[src/smb_pkg.sv]
/*
 * Constants for the data, own-address and status part of a two-wire SMBus port.
 * Assumes an 8-bit special function register port and a 40 MHz core clock.
 */
// Functional notes
// - Data register accessible while service flag set
// - Shift out MSB first, first in lands MSB
// - Bus value shifted in while shifting out
// - Lost arbitration leaves correct received byte
// - Own address taken from bits 7 to 1
// - Top address bit matches first received bit
// - General call recognised only when bit 0 set
// - Own address ignored while bus master
// - State reported as one of 28 codes
// - Code in bits 7-3, bits 2-0 zero
// - Status valid only while service flag set
// - Idle shows 0xf8 without service flag
// - Illegal start or stop reports code 0x00
package smb_pkg;
	localparam logic [7:0] SMB_ADDR_STATE = 8'hc1;
	localparam logic [7:0] SMB_ADDR_DATA  = 8'hc2;
	localparam logic [7:0] SMB_ADDR_OWN   = 8'hc3;
	localparam int         SMB_BYTE_W     = 8;
	localparam int         SMB_FIFO_D     = 8;
	localparam int         SMB_CODE_W     = 5;
	localparam int         SMB_CODE_LSB   = 3;
	localparam logic [7:0] SMB_OWN_RST    = 8'h00;
	localparam logic [7:0] SMB_DATA_RST   = 8'h00;
	localparam logic [4:0] SMB_CODE_RST   = 5'h00;
	localparam logic [4:0] SMB_CODE_IDLE  = 5'h1f;
	localparam logic [4:0] SMB_CODE_BERR  = 5'h00;
	localparam logic [3:0] SMB_BITS_BYTE  = 4'h8;
	localparam int         SMB_GC_BIT     = 0;
	localparam logic [6:0] SMB_GC_ADDR    = 7'h00;
	localparam logic [2:0] SMB_CODE_PAD   = 3'h0;

	typedef enum logic [1:0] {
		SMB_PH_IDLE  = 2'b00,
		SMB_PH_SHIFT = 2'b01,
		SMB_PH_PUSH  = 2'b11
	} smb_phase_t;
endpackage : smb_pkg

[src/smb_das.sv]
/*
 * Byte FIFO and SMBus data, own-address and status registers.
 * Assumes the bus state machine supplies bit strobes, state codes and the
 * service flag, all synchronous to core_clk.
 */
`timescale 1ns/100ps

module smb_fifo #(
	parameter int W = 8,
	parameter int D = 8
) (
	// Clock and reset
	input  wire logic         core_clk,
	input  wire logic         rst_n,
	// Fill side
	input  wire logic         in_valid,
	output logic              in_ready,
	input  wire logic [W-1:0] in_data,
	// Drain side
	output logic              out_valid,
	input  wire logic         out_ready,
	output logic [W-1:0]      out_data
);
	localparam int AW = $clog2(D);

	typedef struct packed {
		logic [D-1:0][W-1:0] mem;
		logic [AW-1:0]       wp;
		logic [AW-1:0]       rp;
		logic [AW:0]         cnt;
	} smb_fifo_st_t;

	smb_fifo_st_t st_r, st_nxt;
	logic         push;
	logic         pop;
	logic         full;
	logic         empty;

	// Full and empty come straight from the count, so they never lie
	assign full      = (st_r.cnt == (AW+1)'(D));
	assign empty     = (st_r.cnt == '0);
	assign in_ready  = !full;
	assign out_valid = !empty;
	assign out_data  = st_r.mem[st_r.rp];
	assign push      = in_valid && in_ready;
	assign pop       = out_valid && out_ready;

	always_comb begin
		st_nxt = st_r;
		if (push) begin
			st_nxt.mem[st_r.wp] = in_data;
			st_nxt.wp = (st_r.wp == AW'(D-1)) ? '0 : st_r.wp + 1'b1;
		end
		if (pop) begin
			st_nxt.rp = (st_r.rp == AW'(D-1)) ? '0 : st_r.rp + 1'b1;
		end
		st_nxt.cnt = st_r.cnt + (AW+1)'(push) - (AW+1)'(pop);
	end

	always_ff @(posedge core_clk or negedge rst_n) begin
		if (!rst_n) begin
			st_r <= '0;
		end else begin
			st_r <= st_nxt;
		end
	end
endmodule : smb_fifo

module smb_das (
	// Clock and reset
	input  wire logic                             core_clk,
	input  wire logic                             rst_n,
	// Special function register port
	input  wire logic [7:0]                       sfr_addr,
	input  wire logic                             sfr_wr,
	input  wire logic                             sfr_rd,
	input  wire logic [smb_pkg::SMB_BYTE_W-1:0]   sfr_wdata,
	output logic [smb_pkg::SMB_BYTE_W-1:0]        sfr_rdata,
	// From the bus state machine
	input  wire logic                             smb_enable,
	input  wire logic                             service_flag,
	input  wire logic                             master_mode,
	input  wire logic                             byte_start,
	input  wire logic                             address_byte,
	input  wire logic                             bit_strobe,
	input  wire logic                             bus_bit_in,
	input  wire logic [smb_pkg::SMB_CODE_W-1:0]   state_code,
	input  wire logic                             state_load,
	input  wire logic                             bus_error,
	input  wire logic                             bus_idle,
	// To the bus state machine
	output logic                                  bus_bit_out,
	output logic                                  byte_done,
	output logic                                  own_addr_match,
	output logic                                  general_call_match,
	output logic                                  stretch_req,
	// Received byte stream
	output logic [smb_pkg::SMB_BYTE_W-1:0]        rx_data,
	output logic                                  rx_valid,
	input  wire logic                             rx_ready
);
	import smb_pkg::*;

	typedef struct packed {
		smb_phase_t                phase;
		logic [SMB_BYTE_W-1:0]     serial_byte_register;
		logic [SMB_BYTE_W-1:0]     own_slave_address;
		logic [SMB_CODE_W-1:0]     state_code_bits;
		logic [3:0]                bit_cnt;
		logic                      done;
		logic                      own_hit;
		logic                      gc_hit;
		logic [SMB_BYTE_W-1:0]     rdata;
	} smb_das_st_t;

	smb_das_st_t st_r, st_nxt;
	logic        fifo_ready;
	logic        sfr_open;
	logic [6:0]  rx_addr;
	logic [6:0]  own_address_bits;
	logic        general_call_enable;
	logic        wr_own;
	logic        wr_data;
	logic [7:0]  status_rd;
	logic        arm_ok;
	logic        slave_addr_byte;
	logic        addr_is_gc;
	logic        own_cmp;
	logic        gc_cmp;
	logic        code_hold;
	logic [4:0]  code_nxt;

	// Software may write data only while the core is parked on a service request or the port is disabled
	assign sfr_open            = service_flag || !smb_enable;
	assign own_address_bits    = st_r.own_slave_address[SMB_BYTE_W-1:1];
	assign general_call_enable = st_r.own_slave_address[SMB_GC_BIT];
	assign rx_addr             = st_r.serial_byte_register[SMB_BYTE_W-1:1];

	// Register port decode; status writes have no path in, so they cannot corrupt it
	assign wr_own    = sfr_wr && (sfr_addr == SMB_ADDR_OWN);
	assign wr_data   = sfr_wr && (sfr_addr == SMB_ADDR_DATA) && sfr_open;
	assign status_rd = {st_r.state_code_bits, SMB_CODE_PAD};

	// A disabled port never arms, so software owns the data register then
	assign arm_ok = byte_start && !service_flag && smb_enable;

	// Address recognition; the general call address is never taken as our own
	assign slave_addr_byte = address_byte && !master_mode;
	assign addr_is_gc      = (rx_addr == SMB_GC_ADDR);
	assign own_cmp         = slave_addr_byte && !addr_is_gc && (rx_addr == own_address_bits);
	assign gc_cmp          = slave_addr_byte && addr_is_gc && general_call_enable;

	// Status source by priority; frozen while a service request is pending
	assign code_hold = service_flag;
	assign code_nxt  = bus_error  ? SMB_CODE_BERR :
		state_load ? state_code :
		bus_idle   ? SMB_CODE_IDLE :
		st_r.state_code_bits;

	always_comb begin
		st_nxt      = st_r;
		st_nxt.done = 1'b0;

		// Register writes; status writes are dropped rather than corrupting it
		if (wr_own) begin
			st_nxt.own_slave_address = sfr_wdata;
		end
		if (wr_data) begin
			st_nxt.serial_byte_register = sfr_wdata;
		end

		// Status code update only while no service request is pending
		if (!code_hold) begin
			st_nxt.state_code_bits = code_nxt;
		end

		case (st_r.phase)
			SMB_PH_IDLE: begin
				if (arm_ok) begin
					st_nxt.bit_cnt = '0;
					st_nxt.phase   = SMB_PH_SHIFT;
				end
			end
			SMB_PH_SHIFT: begin
				if (service_flag) begin
					st_nxt.phase = SMB_PH_IDLE;
				end else if (!smb_enable) begin
					// Disabling mid-byte drops the partial byte
					st_nxt.phase = SMB_PH_IDLE;
				end else if (bit_strobe) begin
					// One register both ways: what leaves at the top is replaced by the wire
					st_nxt.serial_byte_register =
						{st_r.serial_byte_register[SMB_BYTE_W-2:0], bus_bit_in};
					st_nxt.bit_cnt = st_r.bit_cnt + 4'h1;
					if (st_r.bit_cnt + 4'h1 == SMB_BITS_BYTE) begin
						st_nxt.phase = SMB_PH_PUSH;
					end
				end
			end
			SMB_PH_PUSH: begin
				// Hold the clock low until the FIFO has room for the byte
				if (fifo_ready) begin
					st_nxt.done    = 1'b1;
					st_nxt.own_hit = own_cmp;
					st_nxt.gc_hit  = gc_cmp;
					st_nxt.phase   = SMB_PH_IDLE;
				end
			end
			default: begin
				st_nxt.phase = SMB_PH_IDLE;
			end
		endcase

		if (byte_start) begin
			st_nxt.own_hit = 1'b0;
			st_nxt.gc_hit  = 1'b0;
		end

		// Read data
		st_nxt.rdata = '0;
		if (sfr_rd) begin
			case (sfr_addr)
				SMB_ADDR_STATE: st_nxt.rdata = status_rd;
				SMB_ADDR_DATA:  st_nxt.rdata = st_r.serial_byte_register;
				SMB_ADDR_OWN:   st_nxt.rdata = st_r.own_slave_address;
				default:        st_nxt.rdata = '0;
			endcase
		end
	end

	always_ff @(posedge core_clk or negedge rst_n) begin
		if (!rst_n) begin
			st_r.phase                <= SMB_PH_IDLE;
			st_r.serial_byte_register <= SMB_DATA_RST;
			st_r.own_slave_address    <= SMB_OWN_RST;
			st_r.state_code_bits      <= SMB_CODE_RST;
			st_r.bit_cnt              <= '0;
			st_r.done                 <= 1'b0;
			st_r.own_hit              <= 1'b0;
			st_r.gc_hit               <= 1'b0;
			st_r.rdata                <= '0;
		end else begin
			st_r <= st_nxt;
		end
	end

	smb_fifo #(
		.W(SMB_BYTE_W),
		.D(SMB_FIFO_D)
	) u_rx_fifo (
		.core_clk  (core_clk),
		.rst_n     (rst_n),
		.in_valid  (st_r.phase == SMB_PH_PUSH),
		.in_ready  (fifo_ready),
		.in_data   (st_r.serial_byte_register),
		.out_valid (rx_valid),
		.out_ready (rx_ready),
		.out_data  (rx_data)
	);

	assign bus_bit_out        = st_r.serial_byte_register[SMB_BYTE_W-1];
	assign byte_done          = st_r.done;
	assign own_addr_match     = st_r.own_hit;
	assign general_call_match = st_r.gc_hit;
	assign stretch_req        = (st_r.phase == SMB_PH_PUSH) && !fifo_ready;
	assign sfr_rdata          = st_r.rdata;
endmodule : smb_das

[config.mk]
export PLATFORM = sky130hd
export DESIGN_NAME = smb_das
export DESIGN_NICKNAME = d
export VERILOG_FILES = /design/src/smb_pkg.sv /design/src/smb_das.sv
export SDC_FILE = /design/constraint.sdc
export NUM_CORES = 1
export LEC_CHECK = 0
export BUFFER_PORTS_ARGS = -buffer_cell sky130_fd_sc_hd__buf_2
export CAP_MARGIN = 5
export CORE_MARGIN = 5
export CORE_UTILIZATION = 53
export CTS_BUF_LIST = sky130_fd_sc_hd__clkbuf_8 sky130_fd_sc_hd__clkbuf_16
export DETAILED_ROUTE_END_ITERATION = 7
export PLACE_DENSITY_LB_ADDON = 0.05
export REMOVE_ABC_BUFFERS = 1
export SLEW_MARGIN = 10
export SYNTH_ARGS = -nofsm -noshare
export SYNTH_HDL_FRONTEND = slang
export SYNTH_SLANG_ARGS = --single-unit
[constraint.sdc]
create_clock -name core_clk -period 3.05 [get_ports core_clk]
set_clock_uncertainty 0.15 [all_clocks]
set_input_delay 0.1525 -clock core_clk [delete_from_list [all_inputs] [get_ports core_clk]]
set_output_delay 0.1525 -clock core_clk [all_outputs]
set_load 0.05 [all_outputs]
# Word level (Yosys, flattened, before mapping)
# Cells that the tools add are included.
# totals
ff_bits,112
inputBits,36
# op_classes
n_addsub,5
n_lt_le_gt_ge,3
eq_ne,18
muxes,31
bitwise_logic,1
n_reduce_logical,31
# ops
cell,count
$bwmux 64,1
$mux 8,7
$bmux 8 s3,1
$demux 8 s3,1
$eq 8x8->1 const B,3
$pmux 8 s3,1
$mux 4,4
$mux 5,3
$logic_and 1x1->1,14
$mux 2,6
$mux 3,4
$ne 2x2->1 const B,6
$mux 10,1
$eq 4x4->1 const B,2
$lt 3x4->1 const B,2
$ne 4x4->1 const B,2
$pmux 4 s2,1
$eq 7x7->1,1
$logic_not 7->1,1
$add 3x1->3 const B,2
$eq 3x3->1 const B,2
$logic_not 1->1,6
$pmux 2 s3,1
$reduce_and 5->1,1
other kinds (14),16

# Longest topological paths before layout
# Gate-level depths: netlist (run 1).
# logic_depth
word_depth,8
depth_mapped,11
ltp_nobuf,11

# Modules after synthesis
# Synthesis (run 1) repeated with hierarchy kept, for this count alone.
# unflattened
cells_unflattened,399
hier_area_um2,5571.6
# modules_own_cells
mod,n_inst,cells_each,area_per_inst_um2
smb_fifo,1,218,3647.2
smb_das,1,181,1924.3

# Worst setup path before layout (run 1)
# OpenSTA, ideal clock, no wires.
# synth_path
path_type,reg-to-reg
startpoint,register u_rx_fifo.st_r[2] in the netlist's numbering
endpoint,register u_rx_fifo.st_r[2] in the netlist's numbering
setup_time_ns,0.123
arrival_time_ns,2.172
path_slack_ns,0.605
stages_incl_launch_ff,12
path_buffers,0
period_less_slack_ns,2.445
path_cell_list,dfrtp_1 > inv_1 > ha_1 > nand2_1 > nand2_1 > inv_1 > ha_1 > inv_1 > ha_1 > inv_1 > fa_1 > xnor2_1
# synth_lines
element,line,rtl
start: declaration,smb_das.sv:33,"smb_fifo_st_t st_r, st_nxt;"
start signal: assignment,smb_das.sv:64,st_r <= st_nxt;

==> impl_metrics.tcl, run 1 <==
set metrics [dict create \
    avgRoutedWirePerCell_um 18.1 \
    dpl_cell_area_um2 5820 \
    grt_pass1_vias 3524 \
    netlist_area_um2 5450 \
    path_class "input port to flop" \
    final_max_slew_viol_count 0 \
    cp_num_buf_inv 3 \
    timing.final.ws_setup_ps 332 \
    vdd_drop_max_v 0.000523 \
    end_kind "flop" \
    ctsLongestPathBuffers 2 \
    fin_cells 611 \
    yosysWarnings 0 \
    max-cap-violations 0 \
    root_buffer "clkbuf_8" \
    via_per_inst 5.40 \
    dp_cells 572 \
    synth_edf_count 0 \
    synth-seq-area-share 0.515 \
    tightest_slew_ps 1060 \
    postSynthCellCount 402 \
    hold_class "input port to flop" \
    port_buffers 57 \
    cts_buffers 9 \
    firstDrtPassIters 4 \
    drc_errors 0 \
    wl_mm 11.1 \
    core_area_um2 10200 \
    drive_gt1_frac 0.427 \
    pre_cts_ws_ps 524 \
    routabilityCongestion 0.739 \
    area_delta_synth_final_pct 14.5 \
    die_area_um2 12400 \
    clk_latency_ps 370 \
    power_density_nw_per_um2 515 \
    path_delay_family "buffers and inverters" \
    layout.nets 518 \
    vias 3302 \
    avgSynthCellArea_um2 13.5 \
    rsz0062_at_grt "no" \
    critPathLaunchType "input port" \
    grt_use_total 0.191 \
    p_leak_nw 3.11 \
    fin_area_um2 6240 \
    cts_sinks 112 \
    hold_viol 0 \
    ios 58 \
    antenna_left 0 \
    crit_top_cell "dlygate4sd3_1" \
    drt_iter0_markers 144 \
    start_util 0.535 \
    clk_pin_slew_ps 100 \
    fill_cells 844 \
    grt_max_degree 59 \
    synthArstFlopShare 1.00 \
    slowest_stage "nor4b_4" \
    synth_ff_type "dfrtp_1" \
    htree_levels 3 \
    max_stage_delay_ps 580 \
    arrival_ps 2840 \
    crit_fanout 8 \
    path_cells "dlygate4sd3_1 > buf_2 > nand2b_1 > nor4b_4 > mux2_1 > mux2_2 > dlygate4sd3_1" \
    setup_viol 0 \
    grt-ovfl-total 0 \
    grt_first_pass_wirelength_mm 18.8 \
    die_w_um 111 \
    die-height_um 111 \
    cts_resized 0 \
    tns_ps 0 \
    status "finished, final reports clean" \
    rows 37 \
    dp_hpwl_mm 7.46 \
    num_antenna_cells 0 \
    synth-seq-cells 112 \
    antenna_found_initial 0 \
    fmax_mhz 368 \
    fin_crit_sh 0.891 \
    cts_tree "done" \
    synth_cell_types 45 \
    worstPathRequired_ps 3170 \
    slew_headroom 0.291 \
    period_minus_slack_ps 2720 \
]
## path summary, 6_finish.rpt
kind / startpoint / slack [ps] / depth (start not counted) / to
hold reg to reg: u_rx_fifo.st_r[39]$_DFFE_PN0P_ / 360 / 1 / u_rx_fifo.st_r[39]$_DFFE_PN0P_
max in group asynchronous: rst_n / 1740 / 3 / u_rx_fifo.st_r[13]$_DFFE_PN0P_
hold / removal: state_load / 30 / 3 / st_r[17]$_DFFE_PN0P_
setup / recovery: service_flag / 330 / 7 / st_r[28]$_DFF_PN0_
min in group asynchronous: rst_n / 240 / 2 / st_r[11]$_DFFE_PN0P_
setup reg to reg: rx_addr[2]$_DFF_PN0_ / 490 / 5 / general_call_match$_DFFE_PN0P_
## flip-flops by register name, summed over array words and instances, names as in the netlist
| signal | cells |
|---|---|
| bus_bit_out | 1 |
| byte_done | 1 |
| general_call_enable | 1 |
| general_call_match | 1 |
| own_addr_match | 1 |
| own_address_bits | 7 |
| rx_addr | 6 |
| sfr_rdata | 8 |
| st_r | 12 |
| u_rx_fifo.st_r | 74 |
## worst register-to-register path: stages (launching register included)
cell and delay (ps):
dfrtp_1 550, or4_1 580, nor4_1 370, nand4_1 160, a21oi_1 150, dlygate4sd3_1 550
## stage by stage
| stage | total power, mW | utilization | hold slack, ps |
|---|---|---|---|
| final | 3.21 | 0.613 | 28.5 |
| after detailed placement | 2.38 | 0.571 | 126 |
| after CTS | 3.26 | 0.613 | 11.6 |
| after global placement | 2.36 | 0.571 | 123 |
| after global routing | 3.42 | 0.613 | 8.33 |
| after floorplan | 2.13 | - | -293 |
## repair_timing
action,in CTS,in global routing
hold buffers,23,0
setup buffers,0,0
endpoints found under the setup margin,0,0
hold endpoints to repair,90,0
## routing by layer
| metal | wire (um) | GRT usage | part of all wire |
|---|---|---|---|
| met5 | 0 | 0 | 0 |
| met4 | 102 | 0.0389 | 0.0092 |
| met3 | 343 | 0.0516 | 0.031 |
| met2 | 5430 | 0.298 | 0.49 |
| met1 | 5210 | 0.272 | 0.47 |
## logic make-up after synthesis
kind of cell,count (synthesis),share of synthesized area
mux,124,0.289
flops,112,0.515
compound gates,28,0.0340
simple gates,68,0.0774
xor+xnor,11,0.0177
buf+inv,47,0.0388
fa+ha+maj,12,0.0289
## final cells by class
| cell class | count | area [um^2] | area share |
|---|---|---|---|
| flip-flops and latches | 112 | 2800 | 0.449 |
| well taps | 136 | 170 | 0.0273 |
| clock buffers | 11 | 151 | 0.0243 |
| repair buffers | 86 | 576 | 0.0923 |
| multi-input cells | 243 | 2430 | 0.390 |
| inverters | 18 | 67.6 | 0.0108 |
| clock inverters | 5 | 38.8 | 0.00622 |
## power by group
part / total (mW) / switching, mW / internal, mW
registers: 1.69 / 0.123 / 1.57
clock network: 0.850 / 0.502 / 0.348
logic: 0.673 / 0.343 / 0.330
## synthesized netlist by cell type (2+ instances only)
cell type  count  area [um^2]
buf_1          3         11.3
ha_1          11          138
nand4_1        3         18.8
xor2_1         2         17.5
o22a_1         5         43.8
a21oi_1        7         35.0
o21ai_0        7         35.0
a21o_1         2         15.0
nand2b_1       4         25.0
mux2i_1        4         40.0
xnor2_1        9         78.8
or4_1          2         15.0
nor2_1        16         60.1
nand3_1        5         25.0
clkbuf_1      14         52.6
mux2_2        96         1080
dfrtp_1      112         2800
inv_1         17         63.8
nor4b_2        2         30.0
buf_4          8         60.1
mux4_2        16          360
buf_2          4         20.0
nand2_1       17         63.8
nand3b_1       2         15.0
mux2_1         8         90.1
nand4b_2       2         30.0
a22oi_1        5         37.5
nor2b_1        2         12.5
## placed cells by master (no fill, tap or decap), types with 8 or more instances in the layout
master,netlist,final
dfrtp_1,112,112
mux2_2,96,96
buf_2,4,56
dlygate4sd3_1,0,23
inv_1,17,18
nand2_1,17,17
nor2_1,16,16
mux4_2,16,16
ha_1,11,11
clkbuf_8,0,11
xnor2_1,9,9
mux2_1,8,8
Note: power is estimated with default switching activity, not from simulation.
==> run 2, diff against run 1 <==
REMOVE_ABC_BUFFERS = default   (was 1)
==> impl_metrics.tcl, run 2 (synthesized netlist as in run 1, its figures left out) <==
set metrics [dict create \
    status "finished, final reports clean" \
    cts_tree "done" \
    num_antenna_cells 0 \
    largest_reg_flops 74 \
    clk_pin_slew_ps 110 \
    critPathLaunchType "input port" \
    worstPathRequired_ps 3160 \
    grt_pass1_vias 3615 \
    hold_viol 0 \
    dpl_cell_area_um2 5820 \
    rows 37 \
    cts_buffers 9 \
    path_cells "dlygate4sd3_1 > buf_2 > nand2b_1 > nor4b_4 > mux2_1 > mux2_2 > dlygate4sd3_1" \
    dp_hpwl_mm 7.76 \
    path_class "input port to flop" \
    layout_common_cells "dfrtp_1, mux2_2, buf_2" \
    crit_top_cell "dlygate4sd3_1" \
    rsz0062_at_grt "no" \
    root_buffer "clkbuf_8" \
    drc_errors 0 \
    fin_area_um2 6210 \
    layout.nets 517 \
    routabilityCongestion 0.770 \
    htree_levels 3 \
    antenna_found_initial 0 \
    cp_num_buf_inv 3 \
    fin_crit_sh 0.904 \
    crit_fanout 8 \
    core_area_um2 10200 \
    wl_mm 11.3 \
    ctsLongestPathBuffers 2 \
    arrival_ps 2870 \
    clk_latency_ps 370 \
    drt_iter0_markers 157 \
    die_area_um2 12400 \
    firstDrtPassIters 4 \
    tns_ps 0 \
    max-cap-violations 0 \
    setup_viol 0 \
    vias 3362 \
    area_delta_synth_final_pct 14.0 \
    cts_sinks 112 \
    final_common_cell "dfrtp_1" \
    slew_headroom 0.366 \
    end_kind "flop" \
    post-cts-setup-buffers 0 \
    period_minus_slack_ps 2760 \
    avgRoutedWirePerCell_um 18.5 \
    pre_cts_ws_ps 565 \
    vdd_drop_max_v 0.000421 \
    fmax_mhz 363 \
    slowest_stage "nor4b_4" \
    path_delay_family "buffers and inverters" \
    final_max_slew_viol_count 0 \
    start_util 0.535 \
    largest-register "u_rx_fifo.st_r" \
    wl_met2_mm 5.51 \
    port_buffers 57 \
    tightest_slew_ps 948 \
    highest_layer "met4" \
    p_leak_nw 3.10 \
    fill_cells 809 \
    grt_use_total 0.194 \
    power_density_nw_per_um2 515 \
    hold_class "input port to flop" \
    dp_cells 574 \
    die_w_um 111 \
    grt-ovfl-total 0 \
    antenna_left 0 \
    grt_first_pass_wirelength_mm 19.2 \
    syn_nets 450 \
    drive_gt1_frac 0.432 \
    fin_cells 610 \
    via_per_inst 5.51 \
    timing.final.ws_setup_ps 293 \
    max_stage_delay_ps 570 \
    dr_wl_met3_um 390 \
    met1_length_mm 5.19 \
    die-height_um 111 \
    ios 58 \
    grt_max_degree 52 \
]
## run 2: cell types whose count changed in the layout (fill, tap and decap cells not counted)
cell           delta
buf_4             +3
dlygate4sd3_1     -3
buf_12            -1
## run 2: worst paths after layout
check,start,end,slack (ps),cells past startpoint
setup / recovery,service_flag,st_r[28]$_DFF_PN0_,290,7
hold / removal,state_code[3],st_r[18]$_DFFE_PN0P_,20,4
setup reg to reg,rx_addr[2]$_DFF_PN0_,general_call_match$_DFFE_PN0P_,490,5
hold reg to reg,u_rx_fifo.st_r[72]$_DFFE_PN0P_,u_rx_fifo.st_r[72]$_DFFE_PN0P_,360,1
max in group asynchronous,rst_n,u_rx_fifo.st_r[35]$_DFFE_PN0P_,1680,3
min in group asynchronous,rst_n,st_r[17]$_DFFE_PN0P_,170,2
## run 2: worst register-to-register path, delay by kind of cell (launching register included)
family	cells	cell delay, ps
simple gates	3	1080
flops	1	570
buf+inv	1	560
compound gates	1	150
## run 2: report_power, final
part	internal, mW	total, mW	switching, mW
logic	0.325	0.661	0.336
clock network	0.348	0.847	0.499
registers	1.57	1.69	0.125
## run 2: area by class of cell
cell class | instances | area [um^2] | share of cell area
inverters | 18 | 67.6 | 0.0109
clock buffers | 11 | 151 | 0.0244
well taps | 136 | 170 | 0.0274
flip-flops and latches | 112 | 2800 | 0.451
clock inverters | 5 | 38.8 | 0.00624
multi-input cells | 243 | 2430 | 0.392
repair buffers | 85 | 548 | 0.0882
## run 2: through the flow
step                      power, mW   util  hold slack (ps)
after floorplan                2.16      -             -293
after global placement         2.35  0.571             77.6
after detailed placement       2.38  0.571             72.7
after CTS                      3.25  0.610             6.04
after global routing           3.39  0.610             28.4
final                          3.20  0.610             15.3
## run 2: per-layer routing
| metal | global-route usage | vias up |
|---|---|---|
| li1 | - | 1564 |
| met3 | 0.0446 | 16 |
| met2 | 0.314 | 59 |
| met4 | 0.0560 | 0 |
| met5 | 0 | - |
| met1 | 0.267 | 1723 |
## run 2: repair_timing
action | CTS | global route
gates resized for setup | 0 | 0
endpoints found under the hold margin | 80 | 0
hold buffers | 20 | 0
